[config.mk]
export PLATFORM = sky130hd
export DESIGN_NAME = acs_top
export DESIGN_NICKNAME = d
export VERILOG_FILES = /design/src/acs_pkg.sv /design/src/acs_top.sv
export SDC_FILE = /design/constraint.sdc
export NUM_CORES = 1
export LEC_CHECK = 0
export ABC_AREA = 0
export BUFFER_PORTS_ARGS = -buffer_cell sky130_fd_sc_hd__buf_2
export CAP_MARGIN = 20
export CORE_MARGIN = 2
export CORE_UTILIZATION = 45
export DETAILED_ROUTE_END_ITERATION = 10
export PLACE_DENSITY = 0.65
export RECOVER_POWER = 25
export SYNTH_ARGS = -nofsm -noshare
export SYNTH_HDL_FRONTEND = slang
export SYNTH_SLANG_ARGS = --single-unit
export TNS_END_PERCENT = 10
[constraint.sdc]
create_clock -name clk -period 4.6 [get_ports clk]
set_input_delay 0 -clock clk [delete_from_list [all_inputs] [get_ports clk]]
set_output_delay 0 -clock clk [all_outputs]
set_load 0.05 [all_outputs]
[src/acs_pkg.sv]
// Constants, types and helpers shared by the converter channel sequencer
package acs_pkg;

    // ------------------------------------------------------------------
    // Clocking and timing
    // ------------------------------------------------------------------
    localparam int ACS_CLK_MHZ     = 50;
    localparam int ACS_CLK_HZ      = ACS_CLK_MHZ * 1_000_000;
    localparam int ACS_OSC_HZ      = 1_228_800;
    localparam int ACS_OSC_DIV     = 16;
    localparam int ACS_ADC_CLK_HZ  = ACS_OSC_HZ / ACS_OSC_DIV;
    // One converter clock period in system cycles, rounded up
    localparam int ACS_TICK_CYCLES =
        (ACS_CLK_HZ * ACS_OSC_DIV + ACS_OSC_HZ - 1) / ACS_OSC_HZ;
    localparam int ACS_WAKE_US     = 210;
    localparam int ACS_WAKE_CYCLES = ACS_WAKE_US * ACS_CLK_MHZ;
    localparam int ACS_MIN_TICKS   = 20;
    localparam int ACS_RATE_640_HZ  = 640;
    localparam int ACS_RATE_1280_HZ = 1280;
    localparam int ACS_RATE_2560_HZ = 2560;
    localparam int ACS_RATE_3840_HZ = 3840;
    localparam int ACS_TICKS_640   = ACS_ADC_CLK_HZ / ACS_RATE_640_HZ;
    localparam int ACS_TICKS_1280  = ACS_ADC_CLK_HZ / ACS_RATE_1280_HZ;
    localparam int ACS_TICKS_2560  = ACS_ADC_CLK_HZ / ACS_RATE_2560_HZ;
    localparam int ACS_TICKS_3840  = ACS_ADC_CLK_HZ / ACS_RATE_3840_HZ;
    localparam int ACS_DIV_W       = 10;
    localparam int ACS_WAKE_W      = 14;

    // ------------------------------------------------------------------
    // Register indices (byte address is four times the index)
    // ------------------------------------------------------------------
    localparam logic [5:0] ACS_IDX_CONFIG  = 6'h20;
    localparam logic [5:0] ACS_IDX_INDEX   = 6'h21;
    localparam logic [5:0] ACS_IDX_TRIGGER = 6'h22;
    localparam logic [5:0] ACS_IDX_STATUS  = 6'h23;
    localparam logic [5:0] ACS_IDX_AIN_A   = 6'h24;
    localparam logic [5:0] ACS_IDX_AIN_B   = 6'h25;
    localparam logic [5:0] ACS_IDX_TEMP    = 6'h26;
    localparam logic [5:0] ACS_IDX_OFFSET  = 6'h28;
    localparam logic [5:0] ACS_IDX_BYPASS  = 6'h2e;

    // Field positions
    localparam int ACS_CFG_SINGLE  = 0;
    localparam int ACS_CFG_RANGE   = 1;
    localparam int ACS_CFG_RATE_LO = 2;
    localparam int ACS_CFG_INPUT_BUFFER_POWERDOWN  = 4;
    localparam int ACS_CFG_B_EN    = 5;
    localparam int ACS_IDX_FIRST_LO = 0;
    localparam int ACS_IDX_LAST_LO  = 4;
    localparam int ACS_TRIG_BIT    = 0;
    localparam int ACS_ST_BUSY     = 0;
    localparam int ACS_ST_WAKE     = 1;
    localparam int ACS_ST_SLOT_LO  = 4;
    localparam int ACS_BYP_SKIP    = 0;

    // ------------------------------------------------------------------
    // Slots and values
    // ------------------------------------------------------------------
    localparam logic [3:0]  ACS_SLOT_OFFSET = 4'h0;
    localparam logic [3:0]  ACS_SLOT_A      = 4'h1;
    localparam logic [3:0]  ACS_SLOT_B      = 4'h2;
    localparam logic [3:0]  ACS_SLOT_TEMP   = 4'h3;
    localparam logic [3:0]  ACS_SLOT_DOUBLE = 4'h8;
    localparam logic [3:0]  ACS_FIRST_RESET = 4'h0;
    localparam logic [3:0]  ACS_LAST_RESET  = 4'h8;
    localparam logic [1:0]  ACS_RATE_RESET  = 2'h2;
    localparam logic [11:0] ACS_OFFSET_MID  = 12'h7ff;

    // ------------------------------------------------------------------
    // Types
    // ------------------------------------------------------------------
    typedef enum logic [1:0] {ACS_IDLE, ACS_WAIT, ACS_CONV} acs_state_e;

    typedef struct packed {
        logic        read;
        logic        write;
        logic [7:0]  address;
        logic [31:0] writedata;
        logic [3:0]  byteenable;
    } acs_avs_req_s;

    typedef struct packed {
        logic [3:0] channel_slot_pointer;
        logic       range_double;
        logic       converting;
    } acs_mux_s;

    typedef struct packed {
        acs_state_e            st;
        logic [3:0]            slot;
        logic [6:0]            tick_cnt;
        logic [ACS_DIV_W-1:0]  div_cnt;
        logic [ACS_WAKE_W-1:0] wake_cnt;
        logic                  wake_done;
        logic                  single_mode;
        logic                  external_range_bit;
        logic [1:0]            sample_rate_field;
        logic                  input_buffer_powerdown;
        logic                  ext_b_enable;
        logic                  offset_correction_skip;
        logic [3:0]            first;
        logic [3:0]            last;
        logic                  trigger;
        logic [11:0]           res_a;
        logic [11:0]           res_b;
        logic [11:0]           res_temp;
        logic [15:0]           offset;
        logic                  ack;
        logic [31:0]           rdata;
    } acs_state_s;

    localparam acs_state_s ACS_STATE_RESET = '{
        st:                     ACS_IDLE,
        first:                  ACS_FIRST_RESET,
        last:                   ACS_LAST_RESET,
        sample_rate_field:      ACS_RATE_RESET,
        input_buffer_powerdown: 1'b1,
        default:                '0
    };

    // ------------------------------------------------------------------
    // Helpers
    // ------------------------------------------------------------------
    function automatic logic [6:0] acs_ticks(input logic [3:0] slot,
                                             input logic [1:0] rate);
        logic [6:0] t;
        t = 7'(ACS_TICKS_2560);
        if (slot == ACS_SLOT_A || slot == ACS_SLOT_B)
        begin
            case (rate)
                2'h0:    t = 7'(ACS_TICKS_640);
                2'h1:    t = 7'(ACS_TICKS_1280);
                2'h2:    t = 7'(ACS_TICKS_2560);
                default: t = 7'(ACS_TICKS_3840);
            endcase
        end
        if (t < 7'(ACS_MIN_TICKS))
            t = 7'(ACS_MIN_TICKS);
        return t;
    endfunction

    function automatic logic acs_range_double(input logic [3:0] slot,
                                              input logic       ext_rng);
        if (slot == ACS_SLOT_DOUBLE)
            return 1'b1;
        if (slot == ACS_SLOT_A || slot == ACS_SLOT_B)
            return ~ext_rng;
        return 1'b0;
    endfunction

    function automatic logic [11:0] acs_correct(input logic [11:0] raw,
                                                input logic [11:0] ofs,
                                                input logic        skip);
        logic signed [13:0] v;
        v = $signed({2'h0, raw}) - $signed({{2{ofs[11]}}, ofs});
        if (skip)
            return raw;
        if (v < 14'sh0000)
            return 12'h000;
        if (v > 14'sh0fff)
            return 12'hfff;
        return v[11:0];
    endfunction

endpackage

[src/acs_top.sv]
// Converter channel sequencer with Avalon-MM register slave
`timescale 1ns/1ps

module acs_top
    import acs_pkg::*;
#(
    parameter int TICK_CYCLES = ACS_TICK_CYCLES,
    parameter int WAKE_CYCLES = ACS_WAKE_CYCLES
)
(
    input  logic         clk,
    input  logic         reset_n,
    input  acs_avs_req_s avs_req,
    output logic [31:0]  avs_readdata,
    output logic         avs_waitrequest,
    input  logic [11:0]  conv_data,
    output acs_mux_s     mux_ctrl
);

    // ------------------------------------------------------------------
    // State and decode
    // ------------------------------------------------------------------
    acs_state_s s_q;
    acs_state_s s_d;

    logic        req;
    logic        aligned;
    logic [5:0]  sel;
    logic        take;
    logic        wr;
    logic        tick;
    logic [3:0]  eff_last;
    logic [6:0]  need;
    logic        done;
    logic        at_end;
    logic        wr_trig;
    logic [11:0] ofs_diff;

    assign req      = avs_req.read | avs_req.write;
    assign aligned  = avs_req.address[1:0] == 2'h0;
    assign sel      = avs_req.address[7:2];
    // A request completes at the edge where the ack flop is already set
    assign take     = req & s_q.ack;
    assign wr       = take & avs_req.write & aligned & avs_req.byteenable[0];
    assign wr_trig  = wr & (sel == ACS_IDX_TRIGGER);
    assign tick     = s_q.div_cnt == ACS_DIV_W'(TICK_CYCLES - 1);
    assign eff_last = (s_q.first > s_q.last) ? s_q.first : s_q.last;
    assign need     = acs_ticks(s_q.slot,
                                s_q.sample_rate_field);
    assign done     = (s_q.st == ACS_CONV) && tick
                      && (s_q.tick_cnt == need - 7'h01);
    assign at_end   = s_q.slot == eff_last;
    assign ofs_diff = ACS_OFFSET_MID - conv_data;

    // ------------------------------------------------------------------
    // Next state
    // ------------------------------------------------------------------
    always_comb
    begin
        s_d = s_q;

        // Buffer wake-up timer; an early trigger just waits for it
        if (s_q.input_buffer_powerdown)
        begin
            s_d.wake_cnt  = '0;
            s_d.wake_done = 1'b0;
        end
        else if (!s_q.wake_done)
        begin
            if (s_q.wake_cnt == ACS_WAKE_W'(WAKE_CYCLES - 1))
                s_d.wake_done = 1'b1;
            else
                s_d.wake_cnt = s_q.wake_cnt + 1'b1;
        end

        // Converter clock divider only runs while converting
        if (s_q.st == ACS_CONV && !tick)
            s_d.div_cnt = s_q.div_cnt + 1'b1;
        else
            s_d.div_cnt = '0;

        case (s_q.st)
            ACS_IDLE:
            begin
                s_d.tick_cnt = '0;
                if (s_q.trigger)
                    s_d.st = ACS_WAIT;
            end
            ACS_WAIT:
            begin
                if (!s_q.trigger)
                    s_d.st = ACS_IDLE;
                else if (s_q.wake_done)
                begin
                    s_d.st   = ACS_CONV;
                    s_d.slot = s_q.first;
                end
            end
            ACS_CONV:
            begin
                if (tick)
                    s_d.tick_cnt = s_q.tick_cnt + 7'h01;
                if (done)
                begin
                    s_d.tick_cnt = '0;
                    case (s_q.slot)
                        ACS_SLOT_OFFSET:
                            s_d.offset = {{4{ofs_diff[11]}},
                                          ofs_diff};
                        ACS_SLOT_A:
                            s_d.res_a = acs_correct(conv_data,
                                s_q.offset[11:0],
                                s_q.offset_correction_skip);
                        ACS_SLOT_B:
                            s_d.res_b = s_q.ext_b_enable
                                ? acs_correct(conv_data, s_q.offset[11:0],
                                              s_q.offset_correction_skip)
                                : 12'h000;
                        ACS_SLOT_TEMP:
                            s_d.res_temp = acs_correct(conv_data,
                                s_q.offset[11:0],
                                s_q.offset_correction_skip);
                        default:
                            s_d.res_temp = s_q.res_temp;
                    endcase
                    if (!s_q.trigger)
                        s_d.st = ACS_IDLE;
                    else if (at_end)
                    begin
                        if (s_q.single_mode)
                        begin
                            s_d.trigger = 1'b0;
                            s_d.st      = ACS_IDLE;
                        end
                        else
                            s_d.slot = s_q.first;
                    end
                    else
                        s_d.slot = s_q.slot + 4'h1;
                end
            end
            default:
                s_d.st = ACS_IDLE;
        endcase

        // Bus writes come last so a software set beats a hardware clear
        if (wr)
        begin
            if (sel == ACS_IDX_CONFIG)
            begin
                s_d.single_mode = avs_req.writedata[ACS_CFG_SINGLE];
                s_d.external_range_bit =
                    avs_req.writedata[ACS_CFG_RANGE];
                s_d.sample_rate_field =
                    avs_req.writedata[ACS_CFG_RATE_LO +: 2];
                s_d.input_buffer_powerdown =
                    avs_req.writedata[ACS_CFG_INPUT_BUFFER_POWERDOWN];
                s_d.ext_b_enable = avs_req.writedata[ACS_CFG_B_EN];
            end
            else if (sel == ACS_IDX_INDEX)
            begin
                s_d.first = avs_req.writedata[ACS_IDX_FIRST_LO +: 4];
                s_d.last  = avs_req.writedata[ACS_IDX_LAST_LO +: 4];
            end
            else if (sel == ACS_IDX_TRIGGER)
                s_d.trigger = avs_req.writedata[ACS_TRIG_BIT];
            else if (sel == ACS_IDX_BYPASS)
                s_d.offset_correction_skip =
                    avs_req.writedata[ACS_BYP_SKIP];
        end

        // Read data is prepared in the wait cycle; reads have no side effect
        s_d.ack = req & ~s_q.ack;
        if (req && !s_q.ack)
        begin
            s_d.rdata = 32'h0000_0000;
            if (!avs_req.read || !aligned)
                s_d.rdata = 32'h0000_0000;
            else if (sel == ACS_IDX_CONFIG)
            begin
                s_d.rdata[ACS_CFG_SINGLE]      = s_q.single_mode;
                s_d.rdata[ACS_CFG_RANGE]       = s_q.external_range_bit;
                s_d.rdata[ACS_CFG_RATE_LO +: 2] = s_q.sample_rate_field;
                s_d.rdata[ACS_CFG_INPUT_BUFFER_POWERDOWN]      = s_q.input_buffer_powerdown;
                s_d.rdata[ACS_CFG_B_EN]        = s_q.ext_b_enable;
            end
            else if (sel == ACS_IDX_INDEX)
            begin
                s_d.rdata[ACS_IDX_FIRST_LO +: 4] = s_q.first;
                s_d.rdata[ACS_IDX_LAST_LO +: 4]  = s_q.last;
            end
            else if (sel == ACS_IDX_TRIGGER)
                s_d.rdata[ACS_TRIG_BIT] = s_q.trigger;
            else if (sel == ACS_IDX_STATUS)
            begin
                s_d.rdata[ACS_ST_BUSY] = s_q.st != ACS_IDLE;
                s_d.rdata[ACS_ST_WAKE] = s_q.wake_done;
                s_d.rdata[ACS_ST_SLOT_LO +: 4] = s_q.slot;
            end
            else if (sel == ACS_IDX_AIN_A)
                s_d.rdata[11:0] = s_q.res_a;
            else if (sel == ACS_IDX_AIN_B)
                s_d.rdata[11:0] = s_q.res_b;
            else if (sel == ACS_IDX_TEMP)
                s_d.rdata[11:0] = s_q.res_temp;
            else if (sel == ACS_IDX_OFFSET)
                s_d.rdata[15:0] = s_q.offset;
            else if (sel == ACS_IDX_BYPASS)
                s_d.rdata[ACS_BYP_SKIP] = s_q.offset_correction_skip;
            else
                s_d.rdata = 32'h0000_0000;
        end
    end

    always_ff @(posedge clk)
    begin
        if (!reset_n)
            s_q <= ACS_STATE_RESET;
        else
            s_q <= s_d;
    end

    // ------------------------------------------------------------------
    // Outputs
    // ------------------------------------------------------------------
    assign avs_readdata    = s_q.rdata;
    assign avs_waitrequest = req & ~s_q.ack;

    always_comb
    begin
        mux_ctrl.channel_slot_pointer = s_q.slot;
        mux_ctrl.range_double =
            acs_range_double(s_q.slot, s_q.external_range_bit);
        mux_ctrl.converting = s_q.st == ACS_CONV;
    end
endmodule

==> results.txt, run 1 <==
----------------------------------------------------
[Run status]
  Outcome ... complete, but fails checks
  Violations in the final reports ... max-capacitance violations, max-slew violations

[Layout]
  Fill cell total of the finished layout ... 1459
  Multi-input combinational cell area ... 4030 um2
  Area added between synthesis and finish ... 14.5%
  Area of all placed cells without fillers ... 7870 um2
  Number of nets at the end of the flow ... 966
  Final core utilization ... 52.2%
  Area taken by flip-flops and latches ... 2320 um2
  Fraction of layout instances using a drive strength above 1 ... 10.5%
  Diode insertion count for antenna repair ... 0

[Clock tree]
  Later-pin clock latency in the skew report ... 0.42 ns
  Number of buffers added by the clock tree synthesis step ... 17
  Total number of clock tree sinks ... 116
  H-tree depth ... 4
  Cell chosen for the clock root ... sky130_fd_sc_hd__clkbuf_16
  Buffers inserted by post-CTS timing repair ... 0
  Buffer levels on the longest clock path ... 2
  CTS tree ... yes
  Clock slew at the register clock pins of the worst setup and hold paths ... 0.06 ns

[Setup path]
  Crit Path Category ... reg2reg
  Critical Path Fanout Max ... 23
  Worst Setup Start Kind ... register
  Arrival time at the worst endpoint ... 4.31 ns
  Critical Path End Type ... register
  Required time of the critical path ... 4.91 ns

[Place]
  Detailed placement HPWL ... 12300 um
  Placed Instance Area ... 7040 um2
  Placer congestion estimate ... 0.816
  Count of input and output buffers ... 55

[STA]
  Final count of hold timing violations ... 0
  Final-layout setup total negative slack ... 0 ns
  Final hold slack ... 0.0413 ns
  Largest clock skew in the final design ... 0.0121 ns
  Final count of negative-setup-slack endpoints ... 0
  Worst slew margin relative to its limit ... -28.0%
  Timing-limited maximum frequency ... 250 MHz
  Final worst-path cycle share ... 86.9%
  Unrepaired setup endpoints after global routing ... false
  Final period demand of the worst path ... 4.00 ns
  Final-report max-slew violation count ... 35
  Slew at the pin with the worst max-slew slack ... 1.92 ns

[Run]
  # Max-Cap Violations ... 1

[Synthesis]
  Share of flip-flops with an asynchronous set or reset after synthesis ... 0%
  Flops & latches, synth ... 116
  Number of standard cells after synthesis ... 825
  Cell Area, Synth ... 6870 um2
  Number of distinct library cells after synthesis ... 81
  Top area cells in the synthesized netlist ... sky130_fd_sc_hd__dfxtp_1 (34%), sky130_fd_sc_hd__mux2i_1 (5.8%), sky130_fd_sc_hd__nor2_1 (5.8%)
  Post-synthesis area per instance ... 8.33 um2
  Area share of the largest cell type after synthesis ... 33.8%
  Total of warnings raised by yosys ... 0
  Largest area contributor in the netlist ... sky130_fd_sc_hd__dfxtp_1
  Number of enable flip-flop cells after synthesis ... 0
  Share of synthesized area occupied by flip-flops and latches ... 33.8%
  Commonest cells in the netlist ... sky130_fd_sc_hd__dfxtp_1 (116), sky130_fd_sc_hd__nor2_1 (106), sky130_fd_sc_hd__nand2_1 (68), sky130_fd_sc_hd__mux2i_1 (40), sky130_fd_sc_hd__o21ai_0 (40)
  Most instantiated flip-flop cell in the synthesis netlist ... sky130_fd_sc_hd__dfxtp_1
  Most instantiated library cell after synthesis ... sky130_fd_sc_hd__dfxtp_1

[Global routing]
  Largest net degree at the start of global routing ... 56
  Total routing resource utilization after global routing ... 21.6%
  Antenna violations before repair ... 0
  Total gr overflow ... 0
  Wire length of the first global-routing pass ... 28300 um
  Via count of the first global-routing pass ... 5491

[Drt]
  Mean routed wirelength per cell ... 16.0 um
  Drt first pass iters ... 6
  Post-route DRC violation count ... 0
  Drt initial violations ... 560
  Number of vias in the routed layout ... 6067
  Count of antenna-violating nets left after detailed routing ... 0
  DRT Wirelength ... 17300 um
  Drt via density ... 5.61

[Die]
  Row count ... 45
  Initial standard-cell utilization of the core ... 45.6%
  Placeable Area ... 15100 um2
  Number of primary I/O pins ... 99
  Die span in y ... 128 um
  DIE WIDTH ... 128 um
  Die Area ... 16300 um2

[Power and ir drop]
  IR Drop Worst-Case VDD ... 0.256 mV
  Power Dens Cells ... 315 nW/um2
  Leak ... 2.88 nW

[Hold path]
  Hold/Removal Path Class ... in2reg

----------------------------------------------------
-- power by group --
part	leakage [nW]	switching [W]	total [W]	internal, W
Sequential	0.934	0.000000659	0.00101	0.00101
Clock	0.265	0.000497	0.00127	0.000775
Combinational	1.68	0.000134	0.000204	0.0000697
Total	2.88	0.000632	0.00248	0.00185
-- stage by stage --
stage | setup WS [ns] | power (W) | instances
global placement | 0.791 | 0.00121 | 1020
floorplan | 1.51 | 0.00117 | 840
detailed placement | 0.679 | 0.00121 | 1020
CTS | 0.635 | 0.00250 | 1077
global route | 0.198 | 0.00257 | 1081
finish | 0.602 | 0.00248 | 1081
-- layer usage --
metal	vias up	global-route usage, %	wire length, um	part of all wire (%)
li1	3031	-	-	-
met1	2822	31.0	8510	49
met2	199	33.3	7630	44
met3	15	4.48	1010	5.8
met4	0	5.11	165	0.95
met5	-	0	0	0
-- worst paths after layout --
check | from | end | slack (ns) | depth (start not counted)
setup / recovery | mux_ctrl[2] | s_q[36] | 0.60 | 12
hold / removal | reset_n | s_q[89] | 0.04 | 2
setup reg to reg | mux_ctrl[2] | s_q[36] | 0.60 | 12
hold reg to reg | s_q[116] | s_q[116] | 0.45 | 1
-- placed cells by master (no fill, tap or decap), types with 14 or more instances in the layout --
cell | netlist | routed
sky130_fd_sc_hd__a211oi_1 | 20 | 20
sky130_fd_sc_hd__a21oi_1 | 32 | 32
sky130_fd_sc_hd__buf_2 | 4 | 33
sky130_fd_sc_hd__clkbuf_1 | 21 | 23
sky130_fd_sc_hd__clkbuf_16 | 0 | 17
sky130_fd_sc_hd__conb_1 | 1 | 16
sky130_fd_sc_hd__dfxtp_1 | 116 | 116
sky130_fd_sc_hd__dlygate4sd3_1 | 0 | 27
sky130_fd_sc_hd__ha_1 | 25 | 25
sky130_fd_sc_hd__inv_1 | 38 | 38
sky130_fd_sc_hd__mux2i_1 | 40 | 40
sky130_fd_sc_hd__nand2_1 | 68 | 68
sky130_fd_sc_hd__nand3_1 | 20 | 20
sky130_fd_sc_hd__nor2_1 | 106 | 106
sky130_fd_sc_hd__o21ai_0 | 40 | 40
sky130_fd_sc_hd__o22ai_1 | 15 | 15
sky130_fd_sc_hd__o31ai_1 | 14 | 14
sky130_fd_sc_hd__xnor2_1 | 19 | 19
sky130_fd_sc_hd__xor2_1 | 20 | 20
-- flip-flops by register name, summed over array words and instances, names as in the netlist --
signal        count
s_q              99
avs_readdata     13
mux_ctrl          4
-- critical path, stage by stage (launching register included) --
cell and delay, ns:
sky130_fd_sc_hd__dfxtp_1 0.51, sky130_fd_sc_hd__inv_1 0.16, sky130_fd_sc_hd__ha_1 0.33, sky130_fd_sc_hd__or2_1 0.32, sky130_fd_sc_hd__nand2_1 0.11, sky130_fd_sc_hd__nor3_1 0.06
sky130_fd_sc_hd__ha_1 0.20, sky130_fd_sc_hd__xnor2_1 0.30, sky130_fd_sc_hd__a41oi_1 0.34, sky130_fd_sc_hd__a211oi_1 0.47, sky130_fd_sc_hd__and4_1 0.77, sky130_fd_sc_hd__nor2_1 0.08
sky130_fd_sc_hd__a211oi_1 0.24
-- repair_timing --
| action | CTS | global route |
|---|---|---|
| hold buffers | 25 | 2 |
| endpoints found under the hold margin | 35 | 1 |
| resized for setup | 0 | 0 |
-- kinds of logic (layout without fill, tap and decap cells) --
| kind of cell | Yosys count | in the layout | synth area share, % |
|---|---|---|---|
| and+or+nand+nor | 294 | 294 | 20.9 |
| AOI/OAI and AO/OA | 201 | 201 | 20.6 |
| muxes | 40 | 40 | 5.82 |
| xor gates and xnor gates | 40 | 40 | 5.37 |
| adders and majority gates | 26 | 26 | 4.84 |
| DFF | 116 | 116 | 33.8 |
| buffers and inverters | 107 | 160 | 8.55 |
| other | 1 | 16 | 0.0546 |
-- layout make-up --
type | count | area share, %
Tap cell | 188 | 2.99
Multi-Input combinational cell | 617 | 51.1
Clock inverter | 13 | 1.57
Clock buffer | 19 | 5.75
Timing Repair Buffer | 89 | 7.20
Inverter | 39 | 1.86
Sequential cell | 116 | 29.5
No activity file was read; power rests on OpenSTA's default activity.
==> run 2, diff against run 1 <==
--- a/config.mk
+++ b/config.mk
@@ -8,10 +8,12 @@
 export ABC_AREA = 0
 export BUFFER_PORTS_ARGS = -buffer_cell sky130_fd_sc_hd__buf_2
 export CAP_MARGIN = 20
-export CORE_MARGIN = 2
-export CORE_UTILIZATION = 45
+export CELL_PAD_IN_SITES_DETAIL_PLACEMENT = 1
+export CELL_PAD_IN_SITES_GLOBAL_PLACEMENT = 2
+export CORE_MARGIN = 5
+export CORE_UTILIZATION = 37
 export DETAILED_ROUTE_END_ITERATION = 10
-export PLACE_DENSITY = 0.65
+export PLACE_DENSITY_LB_ADDON = 0.1
 export RECOVER_POWER = 25
 export SYNTH_ARGS = -nofsm -noshare
 export SYNTH_HDL_FRONTEND = slang
==> results.txt, run 2 (same netlist as run 1, synthesis figures left out) <==
----------------------------------------------------
[Layout]
  Fraction of layout instances using a drive strength above 1 ... 10.2% (was 10.5%)
  Multi-input combinational cell area ... 4020 um2 (was 4030 um2)
  Area taken by flip-flops and latches ... 2320 um2 (unchanged)
  Largest register FFs ... 99 (unchanged)
  Fill cell total of the finished layout ... 2194 (was 1459)
  Number of nets at the end of the flow ... 966 (unchanged)
  Non-filler cells, final ... 1120 (was 1081)
  Area added between synthesis and finish ... 15.3% (was 14.5%)
  Most frequent cells in the layout ... sky130_fd_sc_hd__dfxtp_1 (116), sky130_fd_sc_hd__nor2_1 (107), sky130_fd_sc_hd__nand2_1 (68) (was sky130_fd_sc_hd__dfxtp_1 (116), sky130_fd_sc_hd__nor2_1 (106), sky130_fd_sc_hd__nand2_1 (68))
  Reg with most FFs ... s_q (unchanged)
  Diode insertion count for antenna repair ... 0 (unchanged)
  Most frequent standard cell in the layout excluding fill and tap cells ... sky130_fd_sc_hd__dfxtp_1 (unchanged)

[Place]
  Placer congestion estimate ... 0.817 (was 0.816)
  Count of input and output buffers ... 55 (unchanged)
  Total instance count after detailed placement ... 1062 (was 1020)
  Detailed placement HPWL ... 16100 um (was 12300 um)

[STA]
  Worst slew margin relative to its limit ... 31.7% (was -28.0%)
  Final-report max-slew violation count ... 0 (was 35)
  Final count of negative-setup-slack endpoints ... 0 (unchanged)
  Final worst-path cycle share ... 85.0% (was 86.9%)
  Final count of hold timing violations ... 0 (unchanged)
  Unrepaired setup endpoints after global routing ... false (unchanged)
  Largest clock skew in the final design ... 0.0107 ns (was 0.0121 ns)
  Timing-limited maximum frequency ... 256 MHz (was 250 MHz)
  Final-layout setup total negative slack ... 0 ns (unchanged)
  Final hold slack ... 0.0264 ns (was 0.0413 ns)
  Final period demand of the worst path ... 3.91 ns (was 4.00 ns)
  Slew at the pin with the worst max-slew slack ... 1.02 ns (was 1.92 ns)

[Clock tree]
  Post-cts sizing count ... 0 (unchanged)
  Cell chosen for the clock root ... sky130_fd_sc_hd__clkbuf_16 (unchanged)
  Clock slew at the register clock pins of the worst setup and hold paths ... 0.05 ns (was 0.06 ns)
  Number of buffers added by the clock tree synthesis step ... 17 (unchanged)
  Buffers inserted by post-CTS timing repair ... 0 (unchanged)
  Total number of clock tree sinks ... 116 (unchanged)
  CTS tree ... yes (unchanged)
  Buffer levels on the longest clock path ... 2 (unchanged)
  H-tree depth ... 4 (unchanged)
  Number of hold buffers added after cts ... 24 (was 25)
  Later-pin clock latency in the skew report ... 0.42 ns (about the same)

[Hold path]
  Worst Min Path Start ... avs_req[40] (was reset_n)
  Hold/Removal Path Class ... in2reg (unchanged)

[Setup path]
  Arrival time at the worst endpoint ... 4.24 ns (was 4.31 ns)
  R2r startpoint ... mux_ctrl[3] (was mux_ctrl[2])
  Library cell appearing most often on the critical path ... sky130_fd_sc_hd__ha_1
  Startpoint of the worst setup timing path ... mux_ctrl[3] (was mux_ctrl[2])
  Crit path to ... s_q[72] (was s_q[36])
  RR Endpoint ... s_q[72] (was s_q[36])
  Slowest stage cell on the critical path ... sky130_fd_sc_hd__dfxtp_1 (was sky130_fd_sc_hd__and4_1)
  Kind of cell adding the most delay to the critical path ... compound AO/OA/AOI/OAI gates (was simple AND/OR/NAND/NOR gates)
  Largest stage delay, worst path ... 0.51 ns (was 0.77 ns)
  Critical path depth ... 12 (unchanged)
  Chain of cells forming the critical path ... inv_1 -> ha_1 -> or2_1 -> nand2_1 -> nor3_1 -> ha_1 -> xnor2_1 -> a41oi_1 -> a211oi_1 -> and4_1 -> o2111ai_1 -> o31ai_1 (was inv_1 -> ha_1 -> or2_1 -> nand2_1 -> nor3_1 -> ha_1 -> xnor2_1 -> a41oi_1 -> a211oi_1 -> and4_1 -> nor2_1 -> a211oi_1)
  Setup slack, reg-to-reg ... 0.69 ns (was 0.60 ns)
  Critical Path Fanout Max ... 8 (was 23)
  Crit Path Category ... reg2reg (unchanged)
  Cells on worst reg2reg path ... 12 (unchanged)
  Worst Setup Start Kind ... register (unchanged)
  Critical Path End Type ... register (unchanged)
  Required time of the critical path ... 4.93 ns (was 4.91 ns)
  Worst path bufs/invs ... 1 (unchanged)

[Drt]
  Drt initial violations ... 241 (was 560)
  Number of vias in the routed layout ... 6248 (was 6067)
  Drt via density ... 5.58 (was 5.61)
  DRT Wirelength ... 21700 um (was 17300 um)
  Post-route DRC violation count ... 0 (unchanged)
  Drt first pass iters ... 5 (was 6)
  Count of antenna-violating nets left after detailed routing ... 0 (unchanged)
  Mean routed wirelength per cell ... 19.4 um (was 16.0 um)

[Global routing]
  Largest net degree at the start of global routing ... 56 (unchanged)
  Total gr overflow ... 0 (unchanged)
  Wire length of the first global-routing pass ... 35300 um (was 28300 um)
  Via count of the first global-routing pass ... 6691 (was 5491)
  Total routing resource utilization after global routing ... 20.4% (was 21.6%)
  Antenna violations before repair ... 0 (unchanged)

[Die]
  Die Area ... 21400 um2 (was 16300 um2)
  DIE WIDTH ... 146 um (was 128 um)
  Row count ... 49 (was 45)
  Die span in y ... 146 um (was 128 um)
  Number of primary I/O pins ... 99 (unchanged)
  Initial standard-cell utilization of the core ... 37.9% (was 45.6%)
  Placeable Area ... 18100 um2 (was 15100 um2)

[Run status]
  Outcome ... finished clean (was complete, but fails checks)

[Power and ir drop]
  Power Dens Cells ... 319 nW/um2 (was 315 nW/um2)
  IR Drop Worst-Case VDD ... 0.277 mV (was 0.256 mV)
  Leak ... 2.91 nW (was 2.88 nW)

[Run]
  # Max-Cap Violations ... 0 (was 1)

----------------------------------------------------
run 2: cell count changes in the layout (fill, tap and decap cells not counted):
cell                            delta
sky130_fd_sc_hd__clkbuf_8          -2
sky130_fd_sc_hd__buf_4             +2
sky130_fd_sc_hd__clkinv_2          +3
sky130_fd_sc_hd__dlygate4sd3_1     -3
sky130_fd_sc_hd__inv_6             -3
sky130_fd_sc_hd__clkinvlp_4        -5
sky130_fd_sc_hd__nor2_1            +1
sky130_fd_sc_hd__buf_12            +1
sky130_fd_sc_hd__clkbuf_1          +3
sky130_fd_sc_hd__nor2_2            -1
sky130_fd_sc_hd__bufinv_16         +2
run 2: worst register-to-register path, stage by stage (launching register included):
cell and delay (ns):
sky130_fd_sc_hd__dfxtp_1 0.51, sky130_fd_sc_hd__inv_1 0.14, sky130_fd_sc_hd__ha_1 0.31, sky130_fd_sc_hd__or2_1 0.36
sky130_fd_sc_hd__nand2_1 0.12, sky130_fd_sc_hd__nor3_1 0.05, sky130_fd_sc_hd__ha_1 0.20, sky130_fd_sc_hd__xnor2_1 0.31
sky130_fd_sc_hd__a41oi_1 0.34, sky130_fd_sc_hd__a211oi_1 0.49, sky130_fd_sc_hd__and4_1 0.36, sky130_fd_sc_hd__o2111ai_1 0.31
sky130_fd_sc_hd__o31ai_1 0.33
run 2: stage by stage:
step | util (%) | worst slack [ns] | cell area (um2) | total power, W
after detailed placement | 39.1 | 0.502 | 7100 | 0.00122
after CTS | 43.6 | 0.464 | 7910 | 0.00255
after floorplan | - | 1.51 | 6930 | 0.00117
final | 43.7 | 0.691 | 7920 | 0.00253
after global placement | 39.1 | 0.614 | 7100 | 0.00121
after global routing | 43.7 | 0.337 | 7920 | 0.00263
run 2: power by group:
group          internal, W  leakage, nW  total [W]  switching (W)
Combinational    0.0000689         1.70   0.000209       0.000140
Sequential         0.00101        0.934    0.00101    0.000000829
Clock             0.000841        0.279    0.00131       0.000470
Total              0.00192         2.91    0.00253       0.000611
run 2: cell type report:
cell class | count | share of cell area (%)
Inverter | 39 | 1.85
Tap cell | 229 | 3.62
Clock buffer | 20 | 5.51
Timing Repair Buffer | 89 | 7.22
Sequential cell | 116 | 29.3
Multi-Input combinational cell | 617 | 50.8
Clock inverter | 10 | 1.71
run 2: metal layers:
layer,routed length (um),GRT usage [%]
met5,0,0
met4,440,6.59
met3,806,4.06
met2,11000,36.8
met1,9500,24.4
run 2: how the worst min path moves through the flow:
stage,slack (ns),cells past startpoint,to
floorplan,0.1,1,s_q[36]
global placement,0.22,2,s_q[41]
detailed placement,0.22,2,s_q[41]
CTS,0.02,4,s_q[94]
global route,0.03,4,avs_readdata[2]
finish,0.03,4,s_q[94]
==> run 3, diff against run 2 <==
--- a/config.mk
+++ b/config.mk
@@ -5,13 +5,13 @@
 export SDC_FILE = /design/constraint.sdc
 export NUM_CORES = 1
 export LEC_CHECK = 0
-export ABC_AREA = 0
+export ABC_AREA = 1
 export BUFFER_PORTS_ARGS = -buffer_cell sky130_fd_sc_hd__buf_2
 export CAP_MARGIN = 20
 export CELL_PAD_IN_SITES_DETAIL_PLACEMENT = 1
 export CELL_PAD_IN_SITES_GLOBAL_PLACEMENT = 2
 export CORE_MARGIN = 5
-export CORE_UTILIZATION = 37
+export CORE_UTILIZATION = 29
 export DETAILED_ROUTE_END_ITERATION = 10
 export PLACE_DENSITY_LB_ADDON = 0.1
 export RECOVER_POWER = 25
==> constraint.sdc (replaced) <==
create_clock -name clk -period 3.42 [get_ports clk]
set_input_delay 0 -clock clk [delete_from_list [all_inputs] [get_ports clk]]
set_output_delay 0 -clock clk [all_outputs]
set_load 0.05 [all_outputs]
==> results.txt, run 3 <==
----------------------------------------------------
[Run status]
  Outcome ... finished clean (unchanged)

[Power and ir drop]
  Leak ... 3.39 nW (was 2.91 nW)
  Combinational cell fraction of total power ... 7.6% (was 8.3%)
  Switching pwr ... 0.000921 W (was 0.000611 W)
  Power Dens Cells ... 418 nW/um2 (was 319 nW/um2)
  Flop pwr share ... 39.2% (was 39.9%)
  Sw frac ... 26.7% (was 24.2%)
  Cell internal power dissipation ... 0.00253 W (was 0.00192 W)
  Overall power after layout ... 0.00345 W (was 0.00253 W)
  Clk network pwr share ... 53.2% (was 51.9%)
  IR Drop Worst-Case VDD ... 0.261 mV (was 0.277 mV)

[Synthesis]
  Most instantiated library cell after synthesis ... sky130_fd_sc_hd__nand2_1 (was sky130_fd_sc_hd__dfxtp_1)
  Cell Area, Synth ... 7040 um2 (was 6870 um2)
  Number of enable flip-flop cells after synthesis ... 0 (unchanged)
  Share of flip-flops with an asynchronous set or reset after synthesis ... 0% (unchanged)
  Area share of the largest cell type after synthesis ... 33.0% (was 33.8%)
  Share of synthesized area occupied by flip-flops and latches ... 33.0% (was 33.8%)
  Flops & latches, synth ... 116 (unchanged)
  Number of distinct library cells after synthesis ... 53 (was 81)
  Most instantiated flip-flop cell in the synthesis netlist ... sky130_fd_sc_hd__dfxtp_1 (unchanged)
  Number of standard cells after synthesis ... 1028 (was 825)
  Top area cells in the synthesized netlist ... sky130_fd_sc_hd__dfxtp_1 (33%), sky130_fd_sc_hd__nand2_1 (12%), sky130_fd_sc_hd__inv_1 (8.3%) (was sky130_fd_sc_hd__dfxtp_1 (34%), sky130_fd_sc_hd__mux2i_1 (5.8%), sky130_fd_sc_hd__nor2_1 (5.8%))
  Commonest cells in the netlist ... sky130_fd_sc_hd__nand2_1 (219), sky130_fd_sc_hd__inv_1 (155), sky130_fd_sc_hd__dfxtp_1 (116), sky130_fd_sc_hd__a21oi_1 (106), sky130_fd_sc_hd__nor2_1 (75) (was sky130_fd_sc_hd__dfxtp_1 (116), sky130_fd_sc_hd__nor2_1 (106), sky130_fd_sc_hd__nand2_1 (68), sky130_fd_sc_hd__mux2i_1 (40), sky130_fd_sc_hd__o21ai_0 (40))
  Post-synthesis area per instance ... 6.85 um2 (was 8.33 um2)
  Total of warnings raised by yosys ... 0 (unchanged)
  Largest area contributor in the netlist ... sky130_fd_sc_hd__dfxtp_1 (unchanged)

[Run]
  # Max-Cap Violations ... 0 (unchanged)

[Layout]
  Largest register FFs ... 99 (unchanged)
  Area added between synthesis and finish ... 17.2% (was 15.3%)
  Most frequent cells in the layout ... sky130_fd_sc_hd__nand2_1 (219), sky130_fd_sc_hd__inv_1 (154), sky130_fd_sc_hd__dfxtp_1 (115) (was sky130_fd_sc_hd__dfxtp_1 (116), sky130_fd_sc_hd__nor2_1 (107), sky130_fd_sc_hd__nand2_1 (68))
  Diode insertion count for antenna repair ... 0 (unchanged)
  Reg with most FFs ... s_q (unchanged)
  Most frequent standard cell in the layout excluding fill and tap cells ... sky130_fd_sc_hd__nand2_1 (was sky130_fd_sc_hd__dfxtp_1)
  Number of nets at the end of the flow ... 1179 (was 966)
  Fraction of layout instances using a drive strength above 1 ... 11.1% (was 10.2%)

[Drt]
  Drt initial violations ... 241 (unchanged)
  Post-route DRC violation count ... 0 (unchanged)
  Drt first pass iters ... 4 (was 5)
  Count of antenna-violating nets left after detailed routing ... 0 (unchanged)
  Mean routed wirelength per cell ... 16.4 um (was 19.4 um)
  Number of vias in the routed layout ... 6581 (was 6248)
  Drt via density ... 4.60 (was 5.58)
  DRT Wirelength ... 23400 um (was 21700 um)

[STA]
  Worst slew margin relative to its limit ... 50.9% (was 31.7%)
  Largest clock skew in the final design ... 0.00922 ns (was 0.0107 ns)
  Timing-limited maximum frequency ... 325 MHz (was 256 MHz)
  Slew at the pin with the worst max-slew slack ... 0.736 ns (was 1.02 ns)
  Final period demand of the worst path ... 3.08 ns (was 3.91 ns)
  Final worst-path cycle share ... 90.1% (was 85.0%)
  Final-layout setup total negative slack ... 0 ns (unchanged)
  Final count of negative-setup-slack endpoints ... 0 (unchanged)
  Final-report max-slew violation count ... 0 (unchanged)
  Unrepaired setup endpoints after global routing ... false (unchanged)
  Final count of hold timing violations ... 0 (unchanged)

[Setup path]
  Chain of cells forming the critical path ... inv_1 -> ha_1 -> o21ai_4 -> inv_2 -> o21ai_2 -> inv_1 -> ha_1 -> xnor2_1 -> inv_1 -> nand4_1 -> nand2_1 -> clkinv_2 -> nand4_4 -> inv_4 -> nand2_2 -> nor2_4 -> nand2_1 -> a21oi_2 (was inv_1 -> ha_1 -> or2_1 -> nand2_1 -> nor3_1 -> ha_1 -> xnor2_1 -> a41oi_1 -> a211oi_1 -> and4_1 -> o2111ai_1 -> o31ai_1)
  RR Endpoint ... s_q[66] (was s_q[72])
  Setup slack, reg-to-reg ... 0.34 ns (was 0.69 ns)
  Library cell appearing most often on the critical path ... sky130_fd_sc_hd__inv_1 (was sky130_fd_sc_hd__ha_1)
  Slowest stage cell on the critical path ... sky130_fd_sc_hd__dfxtp_1 (unchanged)
  Arrival time at the worst endpoint ... 3.42 ns (was 4.24 ns)
  Startpoint of the worst setup timing path ... mux_ctrl[3] (unchanged)
  Crit path to ... s_q[66] (was s_q[72])
  Critical path depth ... 18 (was 12)
  Critical Path End Type ... register (unchanged)
  R2r startpoint ... mux_ctrl[3] (unchanged)
  Crit Path Category ... reg2reg (unchanged)
  Kind of cell adding the most delay to the critical path ... simple AND/OR/NAND/NOR gates (was compound AO/OA/AOI/OAI gates)
  Worst Setup Start Kind ... register (unchanged)
  Cells on worst reg2reg path ... 18 (was 12)
  Required time of the critical path ... 3.76 ns (was 4.93 ns)
  Critical Path Fanout Max ... 12 (was 8)
  Worst path bufs/invs ... 6 (was 1)
  Largest stage delay, worst path ... 0.37 ns (was 0.51 ns)

[Die]
  Die Area ... 27500 um2 (was 21400 um2)
  Initial standard-cell utilization of the core ... 29.2% (was 37.9%)
  Row count ... 57 (was 49)
  DIE WIDTH ... 166 um (was 146 um)
  Number of primary I/O pins ... 99 (unchanged)
  Placeable Area ... 24100 um2 (was 18100 um2)
  Die span in y ... 166 um (was 146 um)

[Global routing]
  Total routing resource utilization after global routing ... 17.2% (was 20.4%)
  Via count of the first global-routing pass ... 6883 (was 6691)
  Antenna violations before repair ... 0 (unchanged)
  Total gr overflow ... 0 (unchanged)
  Wire length of the first global-routing pass ... 38000 um (was 35300 um)
  Largest net degree at the start of global routing ... 59 (was 56)

[Clock tree]
  Later-pin clock latency in the skew report ... 0.42 ns (about the same)
  Clock slew at the register clock pins of the worst setup and hold paths ... 0.06 ns (was 0.05 ns)
  Buffer levels on the longest clock path ... 2 (unchanged)
  H-tree depth ... 4 (unchanged)
  Cell chosen for the clock root ... sky130_fd_sc_hd__clkbuf_16 (unchanged)
  Number of buffers added by the clock tree synthesis step ... 17 (unchanged)
  CTS tree ... yes (unchanged)
  Total number of clock tree sinks ... 116 (unchanged)

[Place]
  Detailed placement HPWL ... 17900 um (was 16100 um)
  Placer congestion estimate ... 0.786 (was 0.817)
  Count of input and output buffers ... 55 (unchanged)

[Hold path]
  Hold/Removal Path Class ... in2reg (unchanged)

----------------------------------------------------
[run 3: cell types whose count changed in the layout (fill, tap and decap cells not counted), moves of 13 or more]
cell,previous run,this run
sky130_fd_sc_hd__a211oi_1,20,2
sky130_fd_sc_hd__a21oi_1,32,106
sky130_fd_sc_hd__inv_1,38,154
sky130_fd_sc_hd__mux2i_1,40,0
sky130_fd_sc_hd__nand2_1,68,219
sky130_fd_sc_hd__nand3_1,20,46
sky130_fd_sc_hd__nor2_1,107,75
sky130_fd_sc_hd__nor3_1,7,20
sky130_fd_sc_hd__o21ai_1,2,27
sky130_fd_sc_hd__o31ai_1,14,0
[run 3: stage by stage]
| stage | area [um2] | worst slack [ns] | std cells | util (%) | hold WS (ns) |
|---|---|---|---|---|---|
| after floorplan | 7100 | 0.666 | 1043 | - | 0.0914 |
| after CTS | 8260 | 0.123 | 1428 | 34.3 | 0.00854 |
| after detailed placement | 7470 | 0.178 | 1376 | 31.0 | 0.222 |
| final | 8250 | 0.339 | 1430 | 34.2 | 0.0101 |
| after global routing | 8250 | 0.0210 | 1430 | 34.2 | 0.0612 |
| after global placement | 7470 | 0.240 | 1376 | 31.0 | 0.217 |
[run 3: kinds of logic (layout without fill, tap and decap cells)]
| group | after synthesis | after routing | share of synthesized area, % |
|---|---|---|---|
| flops | 116 | 116 | 33.0 |
| buf+inv | 222 | 285 | 14.7 |
| xor+xnor | 25 | 25 | 3.11 |
| other cells | 1 | 16 | 0.0532 |
| compound gates | 234 | 234 | 18.8 |
| fa+ha+maj | 26 | 26 | 4.73 |
| simple gates | 404 | 404 | 25.6 |
[run 3: worst register-to-register path, delay by kind of cell, from the launching register on]
family	cells	cell delay (ns)
AOI/OAI and AO/OA	3	0.51
xor gates and xnor gates	1	0.26
adders and majority gates	2	0.48
buffers and inverters	6	0.54
DFF	1	0.37
and+or+nand+nor	6	0.84
[run 3: metal layers]
metal	vias to the layer above	GRT usage (%)	wire (um)	part of all wire, %
met4	0	3.23	137	0.59
met5	-	0	0	0
met1	3089	22.2	11200	48
met3	10	3.24	583	2.5
met2	57	30.2	11500	49
li1	3425	-	-	-
[run 3: power groups by stage]
stage                     combinational (W)  sequential [W]  clock, W
after global routing               0.000293         0.00135   0.00195
after detailed placement           0.000250         0.00138         0
final                              0.000261         0.00135   0.00183
after floorplan                    0.000182         0.00138         0
after global placement             0.000251         0.00138         0
after CTS                          0.000268         0.00135   0.00188
[run 3: what timing repair did]
action | 4_1_cts | 5_1_grt
hold buffers | 20 | 0
buffers inserted | 0 | 2
endpoints found under the setup margin | 0 | 45
resized for setup | 0 | 3
endpoints found under the hold margin | 29 | 0
[run 3: layout make-up]
cell class	count	area, um2
fill	3137	15900
multi-input combinational	705	3750
sequential	116	2320
inverter	160	604
timing repair buffer	93	579
clock buffer	18	439
tap	324	405
clock inverter	14	151
[run 3: how the worst min path moves through the flow]
stage / to / slack [ns] / startpoint / cells past startpoint
after floorplan: s_q[43] / 0.09 / conv_data[10] / 1
after global placement: s_q[43] / 0.22 / conv_data[10] / 2
after detailed placement: s_q[43] / 0.22 / conv_data[10] / 2
after CTS: avs_readdata[2] / 0.009 / avs_req[36] / 6
after global routing: avs_readdata[2] / 0.06 / avs_req[45] / 5
final: avs_readdata[2] / 0.01 / avs_req[36] / 6
